==> src/cpu_flags_pkg.sv <==
// Constants and types for the flag, call-save and address generation slice
package cpu_flags_pkg;

    localparam int DATA_W = 8;
    localparam int ADDR_W = 14;
    localparam int TARGET_W = 20;

    // ----------------------------------------
    // Flag register layout
    // ----------------------------------------
    localparam int FLAG_C = 0;
    localparam int FLAG_DC = 1;
    localparam int FLAG_Z = 2;
    localparam int FLAG_OV = 3;
    localparam int FLAG_N = 4;
    localparam int FLAG_PD = 5;
    localparam int FLAG_TO = 6;
    localparam int FLAG_UNUSED = 7;
    localparam logic [7:0] FLAGS_RESET = 8'h60;

    // ----------------------------------------
    // Register port indexes
    // ----------------------------------------
    localparam logic [3:0] REG_FLAGS = 4'h0;
    localparam logic [3:0] REG_WORKING = 4'h1;
    localparam logic [3:0] REG_BANK = 4'h2;
    localparam logic [3:0] REG_SAVED_FLAGS = 4'h3;
    localparam logic [3:0] REG_SAVED_WORKING = 4'h4;
    localparam logic [3:0] REG_SAVED_BANK = 4'h5;
    localparam logic [3:0] REG_PTR_BASE = 4'h6;
    localparam int PTR_COUNT = 3;

    // ----------------------------------------
    // Data address map
    // ----------------------------------------
    localparam logic [13:0] FLAGS_DATA_ADDR = 14'h3FD8;
    localparam logic [7:0] ACCESS_SPLIT = 8'h60;
    localparam logic [5:0] ACCESS_LOW_PAGE = 6'h00;
    localparam logic [5:0] ACCESS_HIGH_PAGE = 6'h3F;
    localparam logic [7:0] INDEXED_MAX = 8'h5F;

    typedef enum logic [3:0] {
        OP_ADD, OP_SUB, OP_AND, OP_IOR, OP_XOR, OP_RLC, OP_RRC,
        OP_CLR, OP_BCLR, OP_BSET, OP_SWAP, OP_MOVE
    } alu_op_t;

    typedef enum logic [1:0] {
        AM_DIRECT, AM_LONG, AM_INDIRECT
    } addr_mode_t;

    typedef enum logic [2:0] {
        IND_PLAIN, IND_AFTER_ACCESS_INCREMENT_OPERAND, IND_AFTER_ACCESS_DECREMENT_OPERAND, IND_BEFORE_ACCESS_INCREMENT_OPERAND, IND_WORKING_OFFSET_OPERAND
    } ind_mode_t;

endpackage

==> src/cpu_flags_addr.sv <==
// ALU flags, call-save registers and data address generation
//
// Our own choices: the register offsets and the strobed register port.
`timescale 1ns/1ps
`default_nettype none
module cpu_flags_addr
    import cpu_flags_pkg::*;
(
    input wire logic clock,
    input wire logic rstn,
    input wire logic [3:0] regAddr,
    input wire logic [7:0] regWrData,
    input wire logic regWrite,
    input wire logic regRead,
    output logic [7:0] regRdData,
    input wire logic extendedIsaEnable,
    input wire logic execStart,
    input wire alu_op_t aluOp,
    input wire logic [7:0] fileOperand,
    input wire logic useLiteral,
    input wire logic [7:0] literal,
    input wire logic [2:0] bitIndex,
    input wire logic destToFile,
    input wire logic [13:0] targetAddr,
    output logic resultValid,
    output logic [7:0] resultData,
    output logic resultToWorking,
    output logic resultWriteFile,
    input wire logic callEvent,
    input wire logic watchdogClearInstr,
    input wire logic sleepInstr,
    input wire logic watchdogTimeout,
    input wire logic addrReq,
    input wire addr_mode_t addrMode,
    input wire logic [7:0] opcodeLowByte,
    input wire logic accessSelect,
    input wire logic [13:0] longAddr,
    input wire logic [1:0] pointerSel,
    input wire ind_mode_t indirectMode,
    output logic addrValid,
    output logic [13:0] dataAddr,
    input wire logic branchReq,
    input wire logic [15:0] opcodeFirst,
    input wire logic [15:0] opcodeSecond,
    output logic branchValid,
    output logic [19:0] branchTarget
);

    // ----------------------------------------
    // Reset release
    // ----------------------------------------
    logic rstMeta_reg;
    logic rstSyncN;

    always_ff @(posedge clock or negedge rstn)
    begin
        if (!rstn)
        begin
            rstMeta_reg <= 1'b0;
            rstSyncN <= 1'b0;
        end
        else
        begin
            rstMeta_reg <= 1'b1;
            rstSyncN <= rstMeta_reg;
        end
    end

    // ----------------------------------------
    // Helpers
    // ----------------------------------------
    // Returns {overflow, nibble carry, carry, sum}
    function automatic logic [10:0] addCore(input logic [7:0] a,
                                            input logic [7:0] b,
                                            input logic cin);
        logic [8:0] s;
        logic [4:0] lo;
        logic ov;
        s = {1'b0, a} + {1'b0, b} + {8'h00, cin};
        lo = {1'b0, a[3:0]} + {1'b0, b[3:0]} + {4'h0, cin};
        ov = (a[7] == b[7]) && (s[7] != a[7]);
        return {ov, lo[4], s[8], s[7:0]};
    endfunction

    // Whole-pair step: low byte wrap carries into the high part
    function automatic logic [13:0] ptrStep(input logic [13:0] p,
                                            input logic up);
        return up ? p + 14'h0001 : p - 14'h0001;
    endfunction

    logic [7:0] flags_reg;
    logic [7:0] working_reg;
    logic [7:0] bank_reg;
    logic [7:0] savedFlags_reg;
    logic [7:0] savedWorking_reg;
    logic [7:0] savedBank_reg;
    logic [13:0] ptr_reg [PTR_COUNT];

    // ----------------------------------------
    // ALU and flag calculation
    // ----------------------------------------
    logic [7:0] opB;
    logic [10:0] addOut;
    logic [10:0] subOut;
    logic [7:0] aluRes;
    logic [4:0] calcFlags;
    logic [4:0] flagMask;
    logic [4:0] flags_next;
    logic targetIsFlags;
    logic flagOp;

    always_comb
    begin
        opB = useLiteral ? literal : working_reg;
        addOut = addCore(fileOperand, opB, 1'b0);
        subOut = addCore(fileOperand, ~opB, 1'b1);
        aluRes = fileOperand;
        calcFlags = flags_reg[4:0];
        flagMask = 5'h00;
        case (aluOp)
            OP_ADD, OP_SUB:
            begin
                aluRes = (aluOp == OP_ADD) ? addOut[7:0] : subOut[7:0];
                calcFlags[FLAG_C] = (aluOp == OP_ADD) ? addOut[8]
                                                      : subOut[8];
                calcFlags[FLAG_DC] = (aluOp == OP_ADD) ? addOut[9]
                                                       : subOut[9];
                calcFlags[FLAG_OV] = (aluOp == OP_ADD) ? addOut[10]
                                                       : subOut[10];
                flagMask = 5'h1F;
            end
            OP_AND, OP_IOR, OP_XOR:
            begin
                if (aluOp == OP_AND)
                    aluRes = fileOperand & opB;
                else if (aluOp == OP_IOR)
                    aluRes = fileOperand | opB;
                else
                    aluRes = fileOperand ^ opB;
                flagMask = 5'h14;
            end
            OP_RLC:
            begin
                aluRes = {fileOperand[6:0], flags_reg[FLAG_C]};
                calcFlags[FLAG_C] = fileOperand[7];
                flagMask = 5'h15;
            end
            OP_RRC:
            begin
                aluRes = {flags_reg[FLAG_C], fileOperand[7:1]};
                calcFlags[FLAG_C] = fileOperand[0];
                flagMask = 5'h15;
            end
            OP_CLR:
            begin
                aluRes = 8'h00;
                flagMask = 5'h04;
            end
            // Flag-neutral group: the safe way to edit flags
            OP_BCLR: aluRes = fileOperand & ~(8'h01 << bitIndex);
            OP_BSET: aluRes = fileOperand | (8'h01 << bitIndex);
            OP_SWAP: aluRes = {fileOperand[3:0], fileOperand[7:4]};
            OP_MOVE: aluRes = fileOperand;
            default: aluRes = fileOperand;
        endcase
        calcFlags[FLAG_Z] = (aluRes == 8'h00);
        calcFlags[FLAG_N] = aluRes[7];
        flags_next = (flags_reg[4:0] & ~flagMask) | (calcFlags & flagMask);
        flagOp = |flagMask;
        targetIsFlags = destToFile && (targetAddr == FLAGS_DATA_ADDR);
    end

    // ----------------------------------------
    // Flag register
    // ----------------------------------------
    // Hardware events come last so they win over software writes
    always_ff @(posedge clock or negedge rstSyncN)
    begin
        if (!rstSyncN)
            flags_reg <= FLAGS_RESET;
        else
        begin
            if (regWrite && regAddr == REG_FLAGS)
                flags_reg[4:0] <= regWrData[4:0];
            if (execStart && flagOp)
                flags_reg[4:0] <= flags_next;
            else if (execStart && targetIsFlags)
                flags_reg[4:0] <= aluRes[4:0];
            if (watchdogClearInstr)
            begin
                flags_reg[FLAG_TO] <= 1'b1;
                flags_reg[FLAG_PD] <= 1'b1;
            end
            else if (sleepInstr)
            begin
                flags_reg[FLAG_TO] <= 1'b1;
                flags_reg[FLAG_PD] <= 1'b0;
            end
            if (watchdogTimeout)
                flags_reg[FLAG_TO] <= 1'b0;
            flags_reg[FLAG_UNUSED] <= 1'b0;
        end
    end

    // ----------------------------------------
    // Working and bank select registers
    // ----------------------------------------
    always_ff @(posedge clock or negedge rstSyncN)
    begin
        if (!rstSyncN)
            working_reg <= 8'h00;
        else if (execStart && !destToFile)
            working_reg <= aluRes;
        else if (regWrite && regAddr == REG_WORKING)
            working_reg <= regWrData;
    end

    always_ff @(posedge clock or negedge rstSyncN)
    begin
        if (!rstSyncN)
            bank_reg <= 8'h00;
        else if (regWrite && regAddr == REG_BANK)
            bank_reg <= {2'b00, regWrData[5:0]};
    end

    // ----------------------------------------
    // Call save registers
    // ----------------------------------------
    always_ff @(posedge clock or negedge rstSyncN)
    begin
        if (!rstSyncN)
        begin
            savedFlags_reg <= 8'h00;
            savedWorking_reg <= 8'h00;
            savedBank_reg <= 8'h00;
        end
        else if (callEvent)
        begin
            savedFlags_reg <= flags_reg;
            savedWorking_reg <= working_reg;
            savedBank_reg <= bank_reg;
        end
    end

    // ----------------------------------------
    // ALU result outputs
    // ----------------------------------------
    always_ff @(posedge clock or negedge rstSyncN)
    begin
        if (!rstSyncN)
        begin
            resultValid <= 1'b0;
            resultData <= 8'h00;
            resultToWorking <= 1'b0;
            resultWriteFile <= 1'b0;
        end
        else
        begin
            resultValid <= execStart;
            if (execStart)
                resultData <= aluRes;
            resultToWorking <= execStart && !destToFile;
            // Flag register target is absorbed here, never written out
            resultWriteFile <= execStart && destToFile
                               && !targetIsFlags;
        end
    end

    // ----------------------------------------
    // Data address generation
    // ----------------------------------------
    logic [13:0] selPtr;
    logic [13:0] addr_next;
    logic adjustPtr;
    logic adjustUp;

    always_comb
    begin
        selPtr = ptr_reg[0];
        if (pointerSel == 2'd1)
            selPtr = ptr_reg[1];
        else if (pointerSel == 2'd2)
            selPtr = ptr_reg[2];
        addr_next = longAddr;
        adjustPtr = 1'b0;
        adjustUp = 1'b1;
        if (addrMode == AM_DIRECT)
        begin
            if (accessSelect)
                addr_next = {bank_reg[5:0], opcodeLowByte};
            else if (extendedIsaEnable && opcodeLowByte <= INDEXED_MAX)
                addr_next = ptr_reg[2] + {6'h00, opcodeLowByte};
            else if (opcodeLowByte < ACCESS_SPLIT)
                addr_next = {ACCESS_LOW_PAGE, opcodeLowByte};
            else
                addr_next = {ACCESS_HIGH_PAGE, opcodeLowByte};
        end
        else if (addrMode == AM_INDIRECT)
        begin
            addr_next = selPtr;
            case (indirectMode)
                IND_AFTER_ACCESS_INCREMENT_OPERAND: adjustPtr = 1'b1;
                IND_AFTER_ACCESS_DECREMENT_OPERAND:
                begin
                    adjustPtr = 1'b1;
                    adjustUp = 1'b0;
                end
                IND_BEFORE_ACCESS_INCREMENT_OPERAND:
                begin
                    adjustPtr = 1'b1;
                    addr_next = ptrStep(selPtr, 1'b1);
                end
                IND_WORKING_OFFSET_OPERAND:
                    addr_next = selPtr + {{6{working_reg[7]}},
                                          working_reg};
                default: adjustPtr = 1'b0;
            endcase
        end
    end

    always_ff @(posedge clock or negedge rstSyncN)
    begin
        if (!rstSyncN)
        begin
            addrValid <= 1'b0;
            dataAddr <= 14'h0000;
        end
        else
        begin
            addrValid <= addrReq;
            if (addrReq)
                dataAddr <= addr_next;
        end
    end

    // ----------------------------------------
    // Pointer pairs
    // ----------------------------------------
    // A direct write to one pointer byte beats its own auto-step for that byte; the other byte still steps
    always_ff @(posedge clock or negedge rstSyncN)
    begin
        if (!rstSyncN)
        begin
            for (int i = 0; i < PTR_COUNT; i++)
                ptr_reg[i] <= 14'h0000;
        end
        else
        begin
            for (int i = 0; i < PTR_COUNT; i++)
            begin
                if (addrReq && addrMode == AM_INDIRECT && adjustPtr
                    && pointerSel == 2'(i))
                    ptr_reg[i] <= ptrStep(ptr_reg[i], adjustUp);
                if (regWrite && regAddr == REG_PTR_BASE + 4'(2 * i))
                    ptr_reg[i][7:0] <= regWrData;
                if (regWrite && regAddr == REG_PTR_BASE + 4'(2 * i + 1))
                    ptr_reg[i][13:8] <= regWrData[5:0];
            end
        end
    end

    // ----------------------------------------
    // Absolute target
    // ----------------------------------------
    always_ff @(posedge clock or negedge rstSyncN)
    begin
        if (!rstSyncN)
        begin
            branchValid <= 1'b0;
            branchTarget <= 20'h00000;
        end
        else
        begin
            branchValid <= branchReq;
            if (branchReq)
                branchTarget <= {opcodeSecond[11:0],
                                 opcodeFirst[7:0]};
        end
    end

    // ----------------------------------------
    // Register read port
    // ----------------------------------------
    logic [7:0] rd_next;

    always_comb
    begin
        rd_next = 8'h00;
        if (regAddr == REG_FLAGS)
            rd_next = {1'b0, flags_reg[6:0]};
        else if (regAddr == REG_WORKING)
            rd_next = working_reg;
        else if (regAddr == REG_BANK)
            rd_next = bank_reg;
        else if (regAddr == REG_SAVED_FLAGS)
            rd_next = savedFlags_reg;
        else if (regAddr == REG_SAVED_WORKING)
            rd_next = savedWorking_reg;
        else if (regAddr == REG_SAVED_BANK)
            rd_next = savedBank_reg;
        else
        begin
            for (int i = 0; i < PTR_COUNT; i++)
            begin
                if (regAddr == REG_PTR_BASE + 4'(2 * i))
                    rd_next = ptr_reg[i][7:0];
                else if (regAddr == REG_PTR_BASE + 4'(2 * i + 1))
                    rd_next = {2'b00, ptr_reg[i][13:8]};
            end
        end
    end

    always_ff @(posedge clock or negedge rstSyncN)
    begin
        if (!rstSyncN)
            regRdData <= 8'h00;
        else if (regRead)
            regRdData <= rd_next;
        else
            regRdData <= 8'h00;
    end

    // ----------------------------------------
    // Checks
    // ----------------------------------------
    logic [13:0] ptr0Now;
    assign ptr0Now = ptr_reg[0];
endmodule
`default_nettype wire

==> config.mk <==
export PLATFORM = sky130hd
export DESIGN_NAME = cpu_flags_addr
export DESIGN_NICKNAME = d
export VERILOG_FILES = /design/src/cpu_flags_pkg.sv /design/src/cpu_flags_addr.sv
export SDC_FILE = /design/constraint.sdc
export NUM_CORES = 1
export LEC_CHECK = 0
export BUFFER_PORTS_ARGS = -buffer_cell sky130_fd_sc_hd__buf_2
export CORE_ASPECT_RATIO = 1.75
export CORE_MARGIN = 2
export CORE_UTILIZATION = 63
export DETAILED_ROUTE_END_ITERATION = 16
export GPL_TIMING_DRIVEN = 0
export PLACE_DENSITY = 0.89
export RECOVER_POWER = 50
export SLEW_MARGIN = 10
export SYNTH_ARGS = -nofsm -noshare
export SYNTH_HDL_FRONTEND = slang
export SYNTH_SLANG_ARGS = --single-unit
==> constraint.sdc <==
create_clock -name clock -period 11.1 [get_ports clock]
set_input_delay 1.11 -clock clock [delete_from_list [all_inputs] [get_ports clock]]
set_output_delay 1.11 -clock clock [all_outputs]
set_load 0.02 [all_outputs]
==> results_dict.tcl <==
set metrics [dict create \
    status "finished, violations left" \
    violations "max-capacitance violations, max-slew violations" \
    synth_edf_count 0 \
    ys_seq_area_frac 0.298 \
    fin_tns_setup_ns 0 \
    coreArea_um2 18500 \
    reg2reg_to "ptr_reg[8]" \
    power-per-cell-area_nw_per_um2 153 \
    worstHoldPathType "reg -> reg" \
    drc 0 \
    fill_cells 1459 \
    vias 12300 \
    ios 180 \
    cts_setup_buffers 0 \
    place_area_um2 13000 \
    cp_max_fo 15 \
    cp_data_required_time_ns 11.41 \
    vias_per_cell 6.64 \
    grt_pass1_vias 12500 \
    ctsRootBufferMaster "clkbuf_16" \
    synth_flop_cell "dfrtp_1" \
    tightest_slew_ns 3.47 \
    cts_tree "built" \
    worstSkewPairLatency_ns 0.45 \
    final_cell_mix "buf_2, dfrtp_1, a21oi_1" \
    stdcell_area_um2 13600 \
    synth_fp_nets 1632 \
    worst-r2r-setup-slack_ns 6.84 \
    period_share 0.423 \
    antenna_found_initial 4 \
    grt_pass1_wl_mm 66.5 \
    drive_gt1_frac 0.180 \
    slew_violations 118 \
    grt-ovfl-total 0 \
    hold_ws_ns 0.350 \
    ys_ff_latch 141 \
    slew-limit-headroom -1.32 \
    hold_end "rstSyncN" \
    grt_max_degree 66 \
    crit_type "in -> reg" \
    syn_avg_cell_area_um2 8.39 \
    grt_use_total 0.447 \
    drtAntennaViolNets 0 \
    dp_hpwl_mm 33.9 \
    p_leak_nw 6.31 \
    path_clk_slew_ns 0.06 \
    syn_to_final_growth_pct 14.5 \
    yosysWarnings 0 \
    synth_cell_types 83 \
    seqCellArea_um2 3530 \
    cap_violations 2 \
    postCtsHoldBufs 0 \
    async_flop_share 1.00 \
    met1_length_mm 12.8 \
    crit_path_end_kind "flop" \
    wl_per_cell_um 23.3 \
    hold_depth 0 \
    r2r_cells 1 \
    hold_start "rstMeta_reg" \
    cts_buffers 17 \
    finalSetupViolCount 0 \
    largest_register_ffs 28 \
    met2_length_mm 21.6 \
    worstReg2RegStart "rstSyncN" \
    multi_input_area_um2 7790 \
    drt_pass1_iterations 7 \
    peakVddDrop_uv 124 \
    syn-instance-count 1414 \
    htreeDepth 4 \
    preCtsSetupSlack_ns 6.09 \
    portBuffers 157 \
    worstSetupStartpointType "input pin" \
    nets 1812 \
    cts_num_sinks 141 \
    drt-initial-drc-count 1174 \
    rsz0062_at_grt "no" \
    fp-row-count 66 \
    setup_slack_ns 6.41 \
    wl_met3_mm 3.27 \
    highest_layer "met4" \
    mostFrequentLayoutCell "buf_2" \
    fmax_mhz 213 \
    wl_mm 43.0 \
    cts_resized 0 \
    initial_utilization 0.641 \
    cts_max_path_buffers 2 \
    crit_arrival_ns 5.01 \
    gp_congestion 1.09 \
    finalHoldViolCount 0 \
    period_needed_ns 4.69 \
    syn_area_um2 11900 \
    dieArea_um2 20000 \
    die_h_um 185 \
    die_x_um 108 \
    finClkSkew_ns 0.00847 \
]
==> worst max-delay path: stages <==
cell      delay [ns]
buf_2           0.22
nand2b_1        0.23
nor4b_4         0.71
buf_6           0.29
buf_8           0.18
inv_1           0.19
fa_1            0.45
nor2b_1         0.16
o21ai_0         0.13
a21boi_1        0.21
o21ai_0         0.13
a21oi_1         0.36
a21o_1          0.17
a21oi_1         0.08
xnor2_1         0.13
mux2i_1         0.13
o21ai_1         0.08
==> area by class of cell <==
class | instances | area share
antenna | 2 | 0.000369
buffer | 77 | 0.0240
clock buffer | 21 | 0.0339
clock inverter | 11 | 0.0104
inverter | 56 | 0.0155
multi-input combinational | 1140 | 0.574
sequential | 141 | 0.260
tap | 238 | 0.0219
timing repair buffer | 161 | 0.0599
==> through the flow <==
stage,total power [W],cells,utilization
after floorplan,0.00120,1414,-
after global placement,0.00143,1809,0.700
after detailed placement,0.00146,1813,0.704
after CTS,0.00205,1845,0.737
after global routing,0.00217,1845,0.734
final,0.00208,1847,0.734
==> power breakdown <==
group | leakage, nW | switching, W | internal [W]
combinational | 4.31 | 0.000432 | 0.000303
clock | 0.289 | 0.000226 | 0.000363
sequential | 1.71 | 0.000145 | 0.000607
total | 6.31 | 0.000804 | 0.00127
==> metal layers <==
metal  up-vias  track usage
li1       5490            -
met4         0        0.459
met5         -            0
met1      5729        0.392
met2       735        0.788
met3       311        0.106
==> cells by family (layout without fill, tap and decap cells) <==
| group | count (synthesis) | after routing | synth area share |
|---|---|---|---|
| DFF | 141 | 141 | 0.298 |
| xor gates and xnor gates | 66 | 66 | 0.0488 |
| and+or+nand+nor | 420 | 420 | 0.170 |
| other | 1 | 3 | 0.000316 |
| adders and majority gates | 93 | 93 | 0.103 |
| buffers and inverters | 133 | 326 | 0.0453 |
| AOI/OAI and AO/OA | 453 | 453 | 0.236 |
| muxes | 107 | 107 | 0.0995 |
==> synth_stat cells (all sizes together) (7+ instances only) <==
cell | number | share of area
a22oi | 13 | 0.0087
o22ai | 20 | 0.011
or3 | 13 | 0.0069
nor2 | 119 | 0.038
buf | 35 | 0.014
a211oi | 25 | 0.016
o21bai | 10 | 0.0066
o21a | 8 | 0.0051
fa | 7 | 0.012
nand2 | 131 | 0.042
a31oi | 19 | 0.010
nor3 | 29 | 0.013
dfrtp | 139 | 0.29
nand3 | 23 | 0.0097
clkbuf | 42 | 0.013
mux2i | 50 | 0.042
a21oi | 134 | 0.057
ha | 86 | 0.091
mux2 | 54 | 0.051
nand2b | 23 | 0.012
nor2b | 35 | 0.018
or2 | 7 | 0.0037
and3 | 14 | 0.0074
a21o | 20 | 0.013
inv | 56 | 0.018
o221ai | 8 | 0.0059
xnor2 | 34 | 0.025
xor2 | 32 | 0.024
o21ai | 134 | 0.057
a221oi | 9 | 0.0066
==> worst max-delay path by stage <==
stage / start / end / slack [ns] / depth (start not counted)
after floorplan: addrMode[1] / ptr0Now[12] / 6.36 / 15
after global placement: addrMode[1] / ptr0Now[12] / 4.82 / 15
after detailed placement: addrMode[1] / ptr0Now[12] / 6.09 / 17
after CTS: addrMode[1] / ptr0Now[12] / 6.54 / 17
after global routing: rstSyncN / ptr_reg[2] / 6.02 / 1
final: addrMode[1] / ptr0Now[12] / 6.41 / 17
(Power assumes the default switching activity.)
